===== src/grrb_pkg.sv =====
// Package of register offsets, field positions, reset values and timing counts.
package grrb_pkg;

    // ----------------------------------------
    // Register offsets (byte addresses on the bus)
    // ----------------------------------------
    localparam logic [7:0] OFS_IDENT = 8'h00;
    localparam logic [7:0] OFS_X_LOW = 8'h02;
    localparam logic [7:0] OFS_X_HIGH = 8'h03;
    localparam logic [7:0] OFS_Y_LOW = 8'h04;
    localparam logic [7:0] OFS_Y_HIGH = 8'h05;
    localparam logic [7:0] OFS_Z_LOW = 8'h06;
    localparam logic [7:0] OFS_Z_HIGH = 8'h07;
    localparam logic [7:0] OFS_INT_FLAGS = 8'h0A;
    localparam logic [7:0] OFS_QUEUE_STATE = 8'h0E;
    localparam logic [7:0] OFS_RANGE = 8'h0F;
    localparam logic [7:0] OFS_FILTER = 8'h10;
    localparam logic [7:0] OFS_POWER = 8'h11;
    localparam logic [7:0] OFS_SOFT_RESET = 8'h14;
    localparam logic [7:0] OFS_INT_ENABLE = 8'h15;
    localparam logic [7:0] OFS_PIN_CONFIG = 8'h16;
    localparam logic [7:0] OFS_PIN_ROUTING = 8'h18;
    localparam logic [7:0] OFS_LEVEL_IRQ_EN = 8'h1E;
    localparam logic [7:0] OFS_EXT_SYNC = 8'h34;
    localparam logic [7:0] OFS_BUILTIN_TEST = 8'h3C;
    localparam logic [7:0] OFS_QUEUE_LEVEL = 8'h3D;
    localparam logic [7:0] OFS_QUEUE_MODE = 8'h3E;
    localparam logic [7:0] OFS_QUEUE_PORT = 8'h3F;

    // ----------------------------------------
    // Reset values and fixed contents
    // ----------------------------------------
    localparam logic [7:0] RST_ZERO = 8'h00;
    localparam logic [7:0] RST_RANGE = 8'h00;
    localparam logic [7:0] RST_FILTER = 8'h80;
    localparam logic [7:0] FILTER_RO_MASK = 8'h80;
    localparam logic [7:0] SOFT_RESET_KEY = 8'hB6;

    // ----------------------------------------
    // Built-in test field positions
    // ----------------------------------------
    localparam int BT_TRIG = 0;
    localparam int BT_READY = 1;
    localparam int BT_FAIL = 2;
    localparam int BT_RATE_OK = 4;

    // ----------------------------------------
    // Timing
    // ----------------------------------------
    localparam longint CLK_HZ = 40000000;
    localparam longint SOFT_RESET_MS = 30;
    localparam int SOFT_RESET_CYCLES = int'((SOFT_RESET_MS * CLK_HZ) / 1000);
    localparam int TEST_CYCLES = 16;
    localparam logic [23:0] CNT_ONE = 24'h000001;
    localparam logic [23:0] CNT_ZERO = 24'h000000;

    // Soft reset sequencer states
    typedef enum logic [1:0] {
        GRRB_SR_IDLE = 2'b01,
        GRRB_SR_WAIT = 2'b10
    } grrb_sr_state_t;

endpackage


===== src/grrb_register_bank.sv =====
// Register bank of a three-axis rate sensor on an Avalon-MM slave.
`timescale 1ns/10ps
// What this block does
// - Identifier register at 0x00 is read-only fixed content; writes ignored.
// - Each axis rate is a signed 16-bit value in two byte registers.
// - X at 0x02/0x03, Y 0x04/0x05, Z 0x06/0x07; value = high*256+low.
// - Reading a low byte freezes its high byte until that high byte is read.
// - Range default 0x00: +/-32767 counts map to +/-2000 degrees per second.
// - Listed reserved addresses carry no function.
// - Self-test at 0x3C: trigger bit0, ready bit1, fail bit2, plausibility bit4.
// - Writing 0xB6 to soft reset restores configuration after 30 ms; others ignored.

// ----------------------------------------
// Register map
// ----------------------------------------
// 0x00 identifier, read-only
// 0x02 to 0x07 rate bytes, X then Y then Z
// 0x0A and 0x0E status, read as zero
// 0x0F range, 0x10 filter, 0x11 power mode
// 0x14 soft reset key, write-only
// 0x15, 0x16 and 0x18 interrupt setup
// 0x1E and 0x34 level interrupt enable and external sync
// 0x3C built-in test
// 0x3D and 0x3E queue setup
// 0x3F queue read port, reads zero
// Any other address reads zero and drops writes

// ----------------------------------------
// Bus timing
// ----------------------------------------
// Every access sees exactly one wait cycle
// Read data registered in that wait cycle
// Read data stand until the next read starts
// Back-to-back requests each get a wait cycle
// Only write data bits 7:0 are used
// Read data bits 31:8 are always zero

// ----------------------------------------
// Rate pairing
// ----------------------------------------
// A low byte read copies the matching high byte
// Copy taken on the edge that registers the low byte
// So a sample landing mid-read cannot split a pair
// A high byte read frees the copy again
// A repeated low byte read refreshes the copy

// ----------------------------------------
// Soft reset
// ----------------------------------------
// The key starts a long wait; other values are dropped
// Writes during the wait land, then are overwritten
// A second key during the wait is ignored
// Rates and pairing state are left alone
// Wait length is a parameter so a bench can shorten it

// ----------------------------------------
// Built-in test
// ----------------------------------------
// Writing bit 0 high starts a fixed-length run
// Bit 0 reads high while the run is busy
// Ready, fail and plausibility latch at its end
// A trigger during a run is ignored

// ----------------------------------------
// Reset
// ----------------------------------------
// rst resets every register at once
// Configuration takes its reset values
// Rates read zero until the first sample

// ----------------------------------------
// Limitations
// ----------------------------------------
// No interrupt, queue or power logic sits behind those bytes
// Self-test outcome comes from the sensing front end
// Full-scale scaling is done by the front end, not here

module grrb_register_bank import grrb_pkg::*; #(
    parameter logic [7:0] SENSOR_IDENTIFIER = 8'h5A, // Arbitrary identification value
    parameter int SOFT_RESET_DELAY = SOFT_RESET_CYCLES
) (
    input wire logic mclk,
    input wire logic rst,
    input wire logic [7:0] avs_address,
    input wire logic avs_read,
    input wire logic avs_write,
    input wire logic [31:0] avs_writedata,
    output logic [31:0] avs_readdata,
    output logic avs_waitrequest,
    input wire logic sampleValid,
    input wire logic [15:0] sampleX,
    input wire logic [15:0] sampleY,
    input wire logic [15:0] sampleZ,
    input wire logic testFail,
    input wire logic testRateOk,
    output logic [7:0] rangeSelect,
    output logic [7:0] filterSelect,
    output logic [7:0] powerSelect,
    output logic softResetBusy
);

    // ----------------------------------------
    // Storage
    // ----------------------------------------
    // Live rate samples, one per axis
    logic [15:0] rateX;
    logic [15:0] rateY;
    logic [15:0] rateZ;

    // Frozen high bytes and their lock flags
    logic [7:0] heldHigh [3];
    logic [2:0] highLocked;

    // Configuration bytes with no logic behind them
    logic [7:0] intEnable;
    logic [7:0] pinConfig;
    logic [7:0] pinRouting;
    logic [7:0] levelIrqEn;
    logic [7:0] extSync;
    logic [7:0] queueLevel;
    logic [7:0] queueMode;

    // Built-in test run state
    logic testBusy;
    logic testReady;
    logic testFailFlag;
    logic testOkFlag;
    logic [4:0] testCount;

    // Soft reset sequencer
    grrb_sr_state_t srState;
    logic [23:0] srCount;

    // Answer cycle of the bus handshake
    logic ackPhase;

    // ----------------------------------------
    // Bus handshake: one wait cycle per access
    // ----------------------------------------
    wire logic accessReq = avs_read | avs_write;
    // Read data capture edge, then the answer strobes
    wire logic rdTake = avs_read & ~ackPhase;
    wire logic wrStrobe = avs_write & ackPhase;
    wire logic rdStrobe = avs_read & ackPhase;
    assign avs_waitrequest = accessReq & ~ackPhase;

    // Decode helper for strobes
    function automatic logic hit(input logic [7:0] a, input logic [7:0] ofs);
        return a == ofs;
    endfunction

    // Write side decodes
    wire logic [7:0] wrByte = avs_writedata[7:0];
    wire logic wrSoftReset = wrStrobe & hit(avs_address, OFS_SOFT_RESET);
    wire logic softKey = wrSoftReset & (wrByte == SOFT_RESET_KEY);
    wire logic wrTest = wrStrobe & hit(avs_address, OFS_BUILTIN_TEST) & wrByte[BT_TRIG];

    // Last cycle of the soft reset wait
    wire logic srDone = (srState == GRRB_SR_WAIT) & (srCount == CNT_ONE);

    // Low reads lock on the capture edge, so both bytes share a sample
    wire logic [2:0] rdLow = {rdTake & hit(avs_address, OFS_Z_LOW),
                              rdTake & hit(avs_address, OFS_Y_LOW),
                              rdTake & hit(avs_address, OFS_X_LOW)};

    // High reads unlock on the answer edge
    wire logic [2:0] rdHigh = {rdStrobe & hit(avs_address, OFS_Z_HIGH),
                               rdStrobe & hit(avs_address, OFS_Y_HIGH),
                               rdStrobe & hit(avs_address, OFS_X_HIGH)};
    wire logic [15:0] rateAll [3] = '{rateX, rateY, rateZ};

    // High byte seen by software: frozen copy while locked
    wire logic [7:0] highX = highLocked[0] ? heldHigh[0] : rateX[15:8];
    wire logic [7:0] highY = highLocked[1] ? heldHigh[1] : rateY[15:8];
    wire logic [7:0] highZ = highLocked[2] ? heldHigh[2] : rateZ[15:8];

    // Built-in test layout
    wire logic [7:0] testView = {3'b000, testOkFlag, 1'b0, testFailFlag, testReady,
                                 testBusy};

    // ----------------------------------------
    // Read multiplexer; unmapped reads give zero
    // ----------------------------------------
    logic [7:0] rdByte;
    always_comb begin
        case (avs_address)
            OFS_IDENT: rdByte = SENSOR_IDENTIFIER;
            OFS_X_LOW: rdByte = rateX[7:0];
            OFS_X_HIGH: rdByte = highX;
            OFS_Y_LOW: rdByte = rateY[7:0];
            OFS_Y_HIGH: rdByte = highY;
            OFS_Z_LOW: rdByte = rateZ[7:0];
            OFS_Z_HIGH: rdByte = highZ;
            // Status bytes with no logic behind them
            OFS_INT_FLAGS: rdByte = RST_ZERO;
            OFS_QUEUE_STATE: rdByte = RST_ZERO;
            // Configuration read back
            OFS_RANGE: rdByte = rangeSelect;
            OFS_FILTER: rdByte = filterSelect;
            OFS_POWER: rdByte = powerSelect;
            OFS_INT_ENABLE: rdByte = intEnable;
            OFS_PIN_CONFIG: rdByte = pinConfig;
            OFS_PIN_ROUTING: rdByte = pinRouting;
            OFS_LEVEL_IRQ_EN: rdByte = levelIrqEn;
            OFS_EXT_SYNC: rdByte = extSync;
            OFS_BUILTIN_TEST: rdByte = testView;
            OFS_QUEUE_LEVEL: rdByte = queueLevel;
            OFS_QUEUE_MODE: rdByte = queueMode;
            default: rdByte = RST_ZERO;
        endcase
    end

    // ----------------------------------------
    // Bus answer phase and read data register
    // ----------------------------------------
    // High only in the cycle where waitrequest is low
    always_ff @(posedge mclk or posedge rst) begin
        if (rst) begin
            ackPhase <= 1'b0;
        end else begin
            ackPhase <= accessReq & ~ackPhase;
        end
    end

    // Read data registered in the wait cycle
    always_ff @(posedge mclk or posedge rst) begin
        if (rst) begin
            avs_readdata <= 32'h00000000;
        end else if (rdTake) begin
            avs_readdata <= {24'h000000, rdByte};
        end
    end

    // ----------------------------------------
    // Live sample capture (signed 16-bit per axis)
    // ----------------------------------------
    // Taken only while the front end flags a sample
    always_ff @(posedge mclk or posedge rst) begin
        if (rst) begin
            rateX <= 16'h0000;
            rateY <= 16'h0000;
            rateZ <= 16'h0000;
        end else if (sampleValid) begin
            rateX <= sampleX;
            rateY <= sampleY;
            rateZ <= sampleZ;
        end
    end

    // ----------------------------------------
    // High byte lock: set on low read, freed on high read
    // ----------------------------------------
    // The copy is taken from the live rate, not the view
    // Reset leaves every axis unlocked
    always_ff @(posedge mclk or posedge rst) begin
        if (rst) begin
            highLocked <= 3'b000;
            heldHigh <= '{8'h00, 8'h00, 8'h00};
        end else begin
            for (int i = 0; i < 3; i++) begin
                if (rdLow[i]) begin
                    highLocked[i] <= 1'b1;
                    heldHigh[i] <= rateAll[i][15:8];
                end else if (rdHigh[i]) begin
                    highLocked[i] <= 1'b0;
                end
            end
        end
    end

    // ----------------------------------------
    // Soft reset sequencer: wait then restore config
    // ----------------------------------------
    // Counts down from the delay; the last count restores
    // A key seen while waiting is ignored
    always_ff @(posedge mclk or posedge rst) begin
        if (rst) begin
            srState <= GRRB_SR_IDLE;
            srCount <= CNT_ZERO;
        end else begin
            case (srState)
                GRRB_SR_IDLE: begin
                    if (softKey) begin
                        srState <= GRRB_SR_WAIT;
                        srCount <= SOFT_RESET_DELAY[23:0];
                    end
                end
                GRRB_SR_WAIT: begin
                    if (srDone) begin
                        srState <= GRRB_SR_IDLE;
                        srCount <= CNT_ZERO;
                    end else begin
                        srCount <= srCount - CNT_ONE;
                    end
                end
                default: begin
                    srState <= GRRB_SR_IDLE;
                    srCount <= CNT_ZERO;
                end
            endcase
        end
    end
    assign softResetBusy = (srState == GRRB_SR_WAIT);

    // ----------------------------------------
    // Configuration registers; soft reset restores them
    // ----------------------------------------
    // Restore wins over a write in the same cycle
    // Filter bit 7 always reads one
    always_ff @(posedge mclk or posedge rst) begin
        if (rst) begin
            rangeSelect <= RST_RANGE;
            filterSelect <= RST_FILTER;
            powerSelect <= RST_ZERO;
            intEnable <= RST_ZERO;
            pinConfig <= RST_ZERO;
            pinRouting <= RST_ZERO;
            levelIrqEn <= RST_ZERO;
            extSync <= RST_ZERO;
            queueLevel <= RST_ZERO;
            queueMode <= RST_ZERO;
        end else if (srDone) begin
            rangeSelect <= RST_RANGE;
            filterSelect <= RST_FILTER;
            powerSelect <= RST_ZERO;
            intEnable <= RST_ZERO;
            pinConfig <= RST_ZERO;
            pinRouting <= RST_ZERO;
            levelIrqEn <= RST_ZERO;
            extSync <= RST_ZERO;
            queueLevel <= RST_ZERO;
            queueMode <= RST_ZERO;
        end else if (wrStrobe) begin
            case (avs_address)
                OFS_RANGE: rangeSelect <= wrByte;
                OFS_FILTER: filterSelect <= wrByte | FILTER_RO_MASK;
                OFS_POWER: powerSelect <= wrByte;
                OFS_INT_ENABLE: intEnable <= wrByte;
                OFS_PIN_CONFIG: pinConfig <= wrByte;
                OFS_PIN_ROUTING: pinRouting <= wrByte;
                OFS_LEVEL_IRQ_EN: levelIrqEn <= wrByte;
                OFS_EXT_SYNC: extSync <= wrByte;
                OFS_QUEUE_LEVEL: queueLevel <= wrByte;
                OFS_QUEUE_MODE: queueMode <= wrByte;
                default: ;
            endcase
        end
    end

    // ----------------------------------------
    // Built-in test: trigger runs a short sequence
    // ----------------------------------------
    // Fail and plausibility are latched on the last count
    // Ready clears when a new run starts
    always_ff @(posedge mclk or posedge rst) begin
        if (rst) begin
            testBusy <= 1'b0;
            testReady <= 1'b0;
            testFailFlag <= 1'b0;
            testOkFlag <= 1'b0;
            testCount <= 5'h00;
        end else if (wrTest & ~testBusy) begin
            testBusy <= 1'b1;
            testReady <= 1'b0;
            testCount <= 5'(TEST_CYCLES);
        end else if (testBusy) begin
            if (testCount == 5'h01) begin
                testBusy <= 1'b0;
                testReady <= 1'b1;
                testFailFlag <= testFail;
                testOkFlag <= testRateOk;
            end
            testCount <= testCount - 5'h01;
        end
    end

endmodule


===== config.mk =====
export PLATFORM = sky130hd
export DESIGN_NAME = grrb_register_bank
export DESIGN_NICKNAME = d
export VERILOG_FILES = /design/src/grrb_pkg.sv /design/src/grrb_register_bank.sv
export SDC_FILE = /design/constraint.sdc
export NUM_CORES = 1
export LEC_CHECK = 0
export BUFFER_PORTS_ARGS = -buffer_cell sky130_fd_sc_hd__buf_2
export CAP_MARGIN = 0
export CORE_MARGIN = 4
export CORE_UTILIZATION = 60
export DETAILED_ROUTE_END_ITERATION = 12
export PLACE_DENSITY = 0.83
export SLEW_MARGIN = 30
export SYNTH_ARGS = -nofsm -noshare
export SYNTH_HDL_FRONTEND = slang
export SYNTH_SLANG_ARGS = --single-unit

===== constraint.sdc =====
create_clock -name mclk -period 10.1 [get_ports mclk]
set_input_delay 0 -clock mclk [delete_from_list [all_inputs] [get_ports mclk]]
set_output_delay 0 -clock mclk [all_outputs]
set_load 0.02 [all_outputs]

==> load_flow_metrics.sql <==
INSERT INTO impl_metrics (metric_group, metric, value, unit) VALUES
('status', 'run_status', 'complete, no violations', ''),
('critical_path', 'cp_cell_sequence', 'or4_1 > or4_1 > o211ai_4 > nor2_1 > and3_1 > a21o_1', ''),
('pwr', 'max_vdd_drop', '0.1198', 'mV'),
('critical_path', 'critical_path.max_stage_delay', '0.72', 'ns'),
('critical_path', 'setup.worst_path.end', 'srCount[18]', ''),
('pwr', 'p_leak', '5.547', 'nW'),
('yosys', 'combined_area_of_all_synthesized_cells', '10170', 'um^2'),
('placed_design', 'placement.io_buffers', '103', ''),
('pwr', 'clockPowerShare', '40.9', '%'),
('clock_tree', 'ctsRootBufferMaster', 'sky130_fd_sc_hd__clkbuf_16', ''),
('grt', 'antenna_violations_before_repair', '0', ''),
('critical_path', 'critPathArrivalTime', '3.42', 'ns'),
('yosys', 'yosys_register_bits', '198', ''),
('sta', 'f_max', '323.5', 'MHz'),
('floorplanning', 'floorplan.core_area', '16580', 'um^2'),
('yosys', 'yosys_warnings', '0', ''),
('floorplanning', 'die_area', '19090', 'um^2'),
('grt', 'grt_remaining_overflow', '0', ''),
('floorplanning', 'initial_utilization', '61.31', '%'),
('drt', 'highest-signal-layer', 'met4', ''),
('sta', 'finalWorstSetupSlack', '7.008', 'ns'),
('sta', 'final-setup-viol-count', '0', ''),
('drt', 'met3_wirelength', '2534', 'um'),
('drt', 'drt_wl_total', '29630', 'um'),
('clock_tree', 'tritoncts', 'yes', ''),
('cells_and_area', 'finish.net_count', '1199', ''),
('placed_design', 'gp_congestion', '0.9707', ''),
('drt', 'drt_pre_antenna_iters', '6', ''),
('cells_and_area', 'diodes_inserted', '0', ''),
('critical_path', 'critical-path-slowest-cell', 'sky130_fd_sc_hd__or4_1', ''),
('yosys', 'async_set_or_reset_flop_fraction_in_the_synthesized_netlist', '100.0', '%'),
('yosys', 'ys_dominant_reg_cell', 'sky130_fd_sc_hd__dfrtp_1', ''),
('drt', 'drt-wirelength-per-cell', '22.31', 'um'),
('critical_path', 'worstPathBufferInverterCount', '0', ''),
('critical_path', 'timing.critical_path.depth', '6', ''),
('drt', 'initialDrtViolationCount', '1208', ''),
('yosys', 'post_synthesis_cell_type_count', '64', ''),
('sta', 'slew_headroom', '31.20', '%'),
('clock_tree', 'cts_inserted_buffers', '17', ''),
('placed_design', 'placedCellCount', '1243', ''),
('pwr', 'p_per_cell_area', '150.4', 'nW/um^2'),
('floorplanning', 'floorplan.io_pins', '153', ''),
('critical_path', 'worst-r2r-setup-slack', '7.01', 'ns'),
('grt', 'overall_global_routing_usage', '30.73', '%'),
('critical_path', 'critical_path_peak_fanout', '17', ''),
('drt', 'antenna_left', '0', ''),
('sta', 'grt_setup_unrepaired', 'no', ''),
('pwr', 'seqPwrFrac', '48.5', '%'),
('grt', 'first_pass_grt_wire_length', '47110', 'um'),
('yosys', 'syn-instance-count', '972', ''),
('drt', 'dr_total_vias', '8476', ''),
('sta', 'totalNegativeSetupSlack', '0', 'ns'),
('clock_tree', 'worst_skew_pair.late_latency', '0.44', 'ns'),
('grt', 'grt_max_degree', '119', ''),
('clock_tree', 'cts_repair_resize_count', '0', ''),
('cells_and_area', 'flow.area_growth_from_synthesis', '17.09', '%'),
('critical_path', 'worst-endpoint-required', '10.43', 'ns'),
('yosys', 'synth_edf_count', '0', ''),
('clock_tree', 'cts.sink_count', '198', ''),
('floorplanning', 'rows', '47', ''),
('critical_path', 'crit_family', 'simple AND/OR/NAND/NOR gates', ''),
('drt', 'route.layer.met1.wl', '11840', 'um'),
('drt', 'drc', '0', ''),
('critical_path', 'origin_of_the_critical_flop_to_flop_path', 'srCount[10]', ''),
('sta', 'final-hold-violation-count', '0', ''),
('clock_tree', 'clk_transition_reported_paths', '0.07', 'ns'),
('floorplanning', 'fp.dieW', '138.2', 'um'),
('clock_tree', 'cts_buffer_depth', '2', ''),
('cells_and_area', 'drive_above_1_share', '20.94', '%'),
('worst_hold_path', 'worst_hold_path_type', 'in -> reg', ''),
('placed_design', 'detailedPlace.worstSlack', '7.064', 'ns');
[cell families after synthesis]
| group | after synthesis | share of synthesized area [%] |
|---|---|---|
| flops | 198 | 48.74 |
| compound gates | 188 | 12.53 |
| buf+inv | 102 | 4.935 |
| fa+ha+maj | 6 | 0.7384 |
| simple gates | 287 | 13.36 |
| xor+xnor | 1 | 0.08616 |
| other cells | 2 | 0.07386 |
| mux | 188 | 19.53 |
[registers in the layout, indices dropped and copies added, names as in the netlist, 16 cells and up]
| register | count |
|---|---|
| rateX | 16 |
| heldHigh | 24 |
| rateY | 16 |
| srCount | 24 |
| rateZ | 16 |
[per-stage QoR]
step | instance area, um^2 | util (%)
global placement | 10710 | 64.59
global route | 11910 | 71.79
detailed placement | 10720 | 64.63
CTS | 11900 | 71.77
floorplan | 10250 | -
finish | 11910 | 71.79
[cells in the final DEF, fill, tap and decap left out, types with 7 or more instances in the layout]
| cell | netlist | layout |
|---|---|---|
| sky130_fd_sc_hd__a211oi_1 | 8 | 8 |
| sky130_fd_sc_hd__a21oi_1 | 28 | 28 |
| sky130_fd_sc_hd__a22o_1 | 7 | 7 |
| sky130_fd_sc_hd__a22oi_1 | 18 | 18 |
| sky130_fd_sc_hd__a32oi_1 | 18 | 18 |
| sky130_fd_sc_hd__buf_2 | 11 | 102 |
| sky130_fd_sc_hd__buf_4 | 28 | 11 |
| sky130_fd_sc_hd__clkbuf_16 | 0 | 17 |
| sky130_fd_sc_hd__conb_1 | 2 | 25 |
| sky130_fd_sc_hd__dfrtp_1 | 197 | 197 |
| sky130_fd_sc_hd__dlygate4sd3_1 | 0 | 56 |
| sky130_fd_sc_hd__inv_1 | 15 | 14 |
| sky130_fd_sc_hd__mux2_2 | 83 | 83 |
| sky130_fd_sc_hd__mux2i_1 | 105 | 105 |
| sky130_fd_sc_hd__nand2_1 | 50 | 50 |
| sky130_fd_sc_hd__nand2b_1 | 8 | 8 |
| sky130_fd_sc_hd__nand3_1 | 14 | 14 |
| sky130_fd_sc_hd__nor2_1 | 132 | 131 |
| sky130_fd_sc_hd__nor2b_1 | 10 | 10 |
| sky130_fd_sc_hd__nor3_1 | 14 | 14 |
| sky130_fd_sc_hd__nor4_1 | 12 | 11 |
| sky130_fd_sc_hd__o21ai_0 | 35 | 35 |
| sky130_fd_sc_hd__o21ai_1 | 23 | 23 |
| sky130_fd_sc_hd__o22ai_1 | 7 | 7 |
| sky130_fd_sc_hd__or4_1 | 8 | 8 |
[repair_timing]
item | CTS | global route
endpoints found under the setup margin | 0 | 0
hold endpoints to repair | 174 | 0
hold buffers | 56 | 0
[per-layer routing]
layer | vias to the layer above | global-route usage (%)
li1 | 3721 | -
met1 | 4148 | 41.19
met2 | 508 | 49.77
met3 | 99 | 6.837
met4 | 0 | 10.92
met5 | - | 0
[synth_stat cells (10+ instances only)]
cell | n | area share (%)
sky130_fd_sc_hd__dfrtp_1 | 197 | 48
sky130_fd_sc_hd__nor2_1 | 132 | 4.9
sky130_fd_sc_hd__mux2i_1 | 105 | 10
sky130_fd_sc_hd__mux2_2 | 83 | 9.2
sky130_fd_sc_hd__nand2_1 | 50 | 1.8
sky130_fd_sc_hd__clkbuf_1 | 43 | 1.6
sky130_fd_sc_hd__o21ai_0 | 35 | 1.7
sky130_fd_sc_hd__a21oi_1 | 28 | 1.4
sky130_fd_sc_hd__buf_4 | 28 | 2.1
sky130_fd_sc_hd__o21ai_1 | 23 | 1.1
sky130_fd_sc_hd__a22oi_1 | 18 | 1.3
sky130_fd_sc_hd__a32oi_1 | 18 | 1.6
sky130_fd_sc_hd__inv_1 | 15 | 0.55
sky130_fd_sc_hd__nand3_1 | 14 | 0.69
sky130_fd_sc_hd__nor3_1 | 14 | 0.69
sky130_fd_sc_hd__nor4_1 | 12 | 0.74
sky130_fd_sc_hd__buf_2 | 11 | 0.54
sky130_fd_sc_hd__nor2b_1 | 10 | 0.62
[power groups by stage]
stage	Combinational (mW)	Clock (mW)	Sequential, mW
after CTS	0.183	0.734	0.865
after detailed placement	0.165	0	0.879
after floorplan	0.120	0	0.871
after global routing	0.205	0.773	0.872
after global placement	0.160	0	0.876
final	0.190	0.732	0.869
[tightest hold or removal path, delay by kind of cell]
family / cells / cell delay, ns
multiplexers: 1 / 0.16
buffers and inverters: 1 / 0.19
AND/OR/NAND/NOR: 1 / 0.05
[layout make-up]
class | count | area (um^2)
inverters | 16 | 67.56
clock buffers | 21 | 450.4
fillers | 1149 | 4678
multi-input cells | 695 | 4817
flip-flops and latches | 198 | 4956
clock inverters | 8 | 173.9
repair buffers | 170 | 1165
well taps | 220 | 275.3
[worst min-delay path by stage]
| stage | cells past startpoint | startpoint | slack [ns] | endpoint |
|---|---|---|---|---|
| after floorplan | 1 | testFail | 0.15 | testFailFlag |
| after detailed placement | 2 | rst | 0.22 | filterSelect[6] |
| after CTS | 3 | avs_writedata[7] | 0.002 | pinRouting[7] |
| final | 3 | avs_writedata[7] | 0.009 | powerSelect[7] |
| after global routing | 3 | avs_writedata[7] | 0.009 | powerSelect[7] |
| after global placement | 2 | rst | 0.22 | powerSelect[6] |
Note: power is estimated with default switching activity, not from simulation.
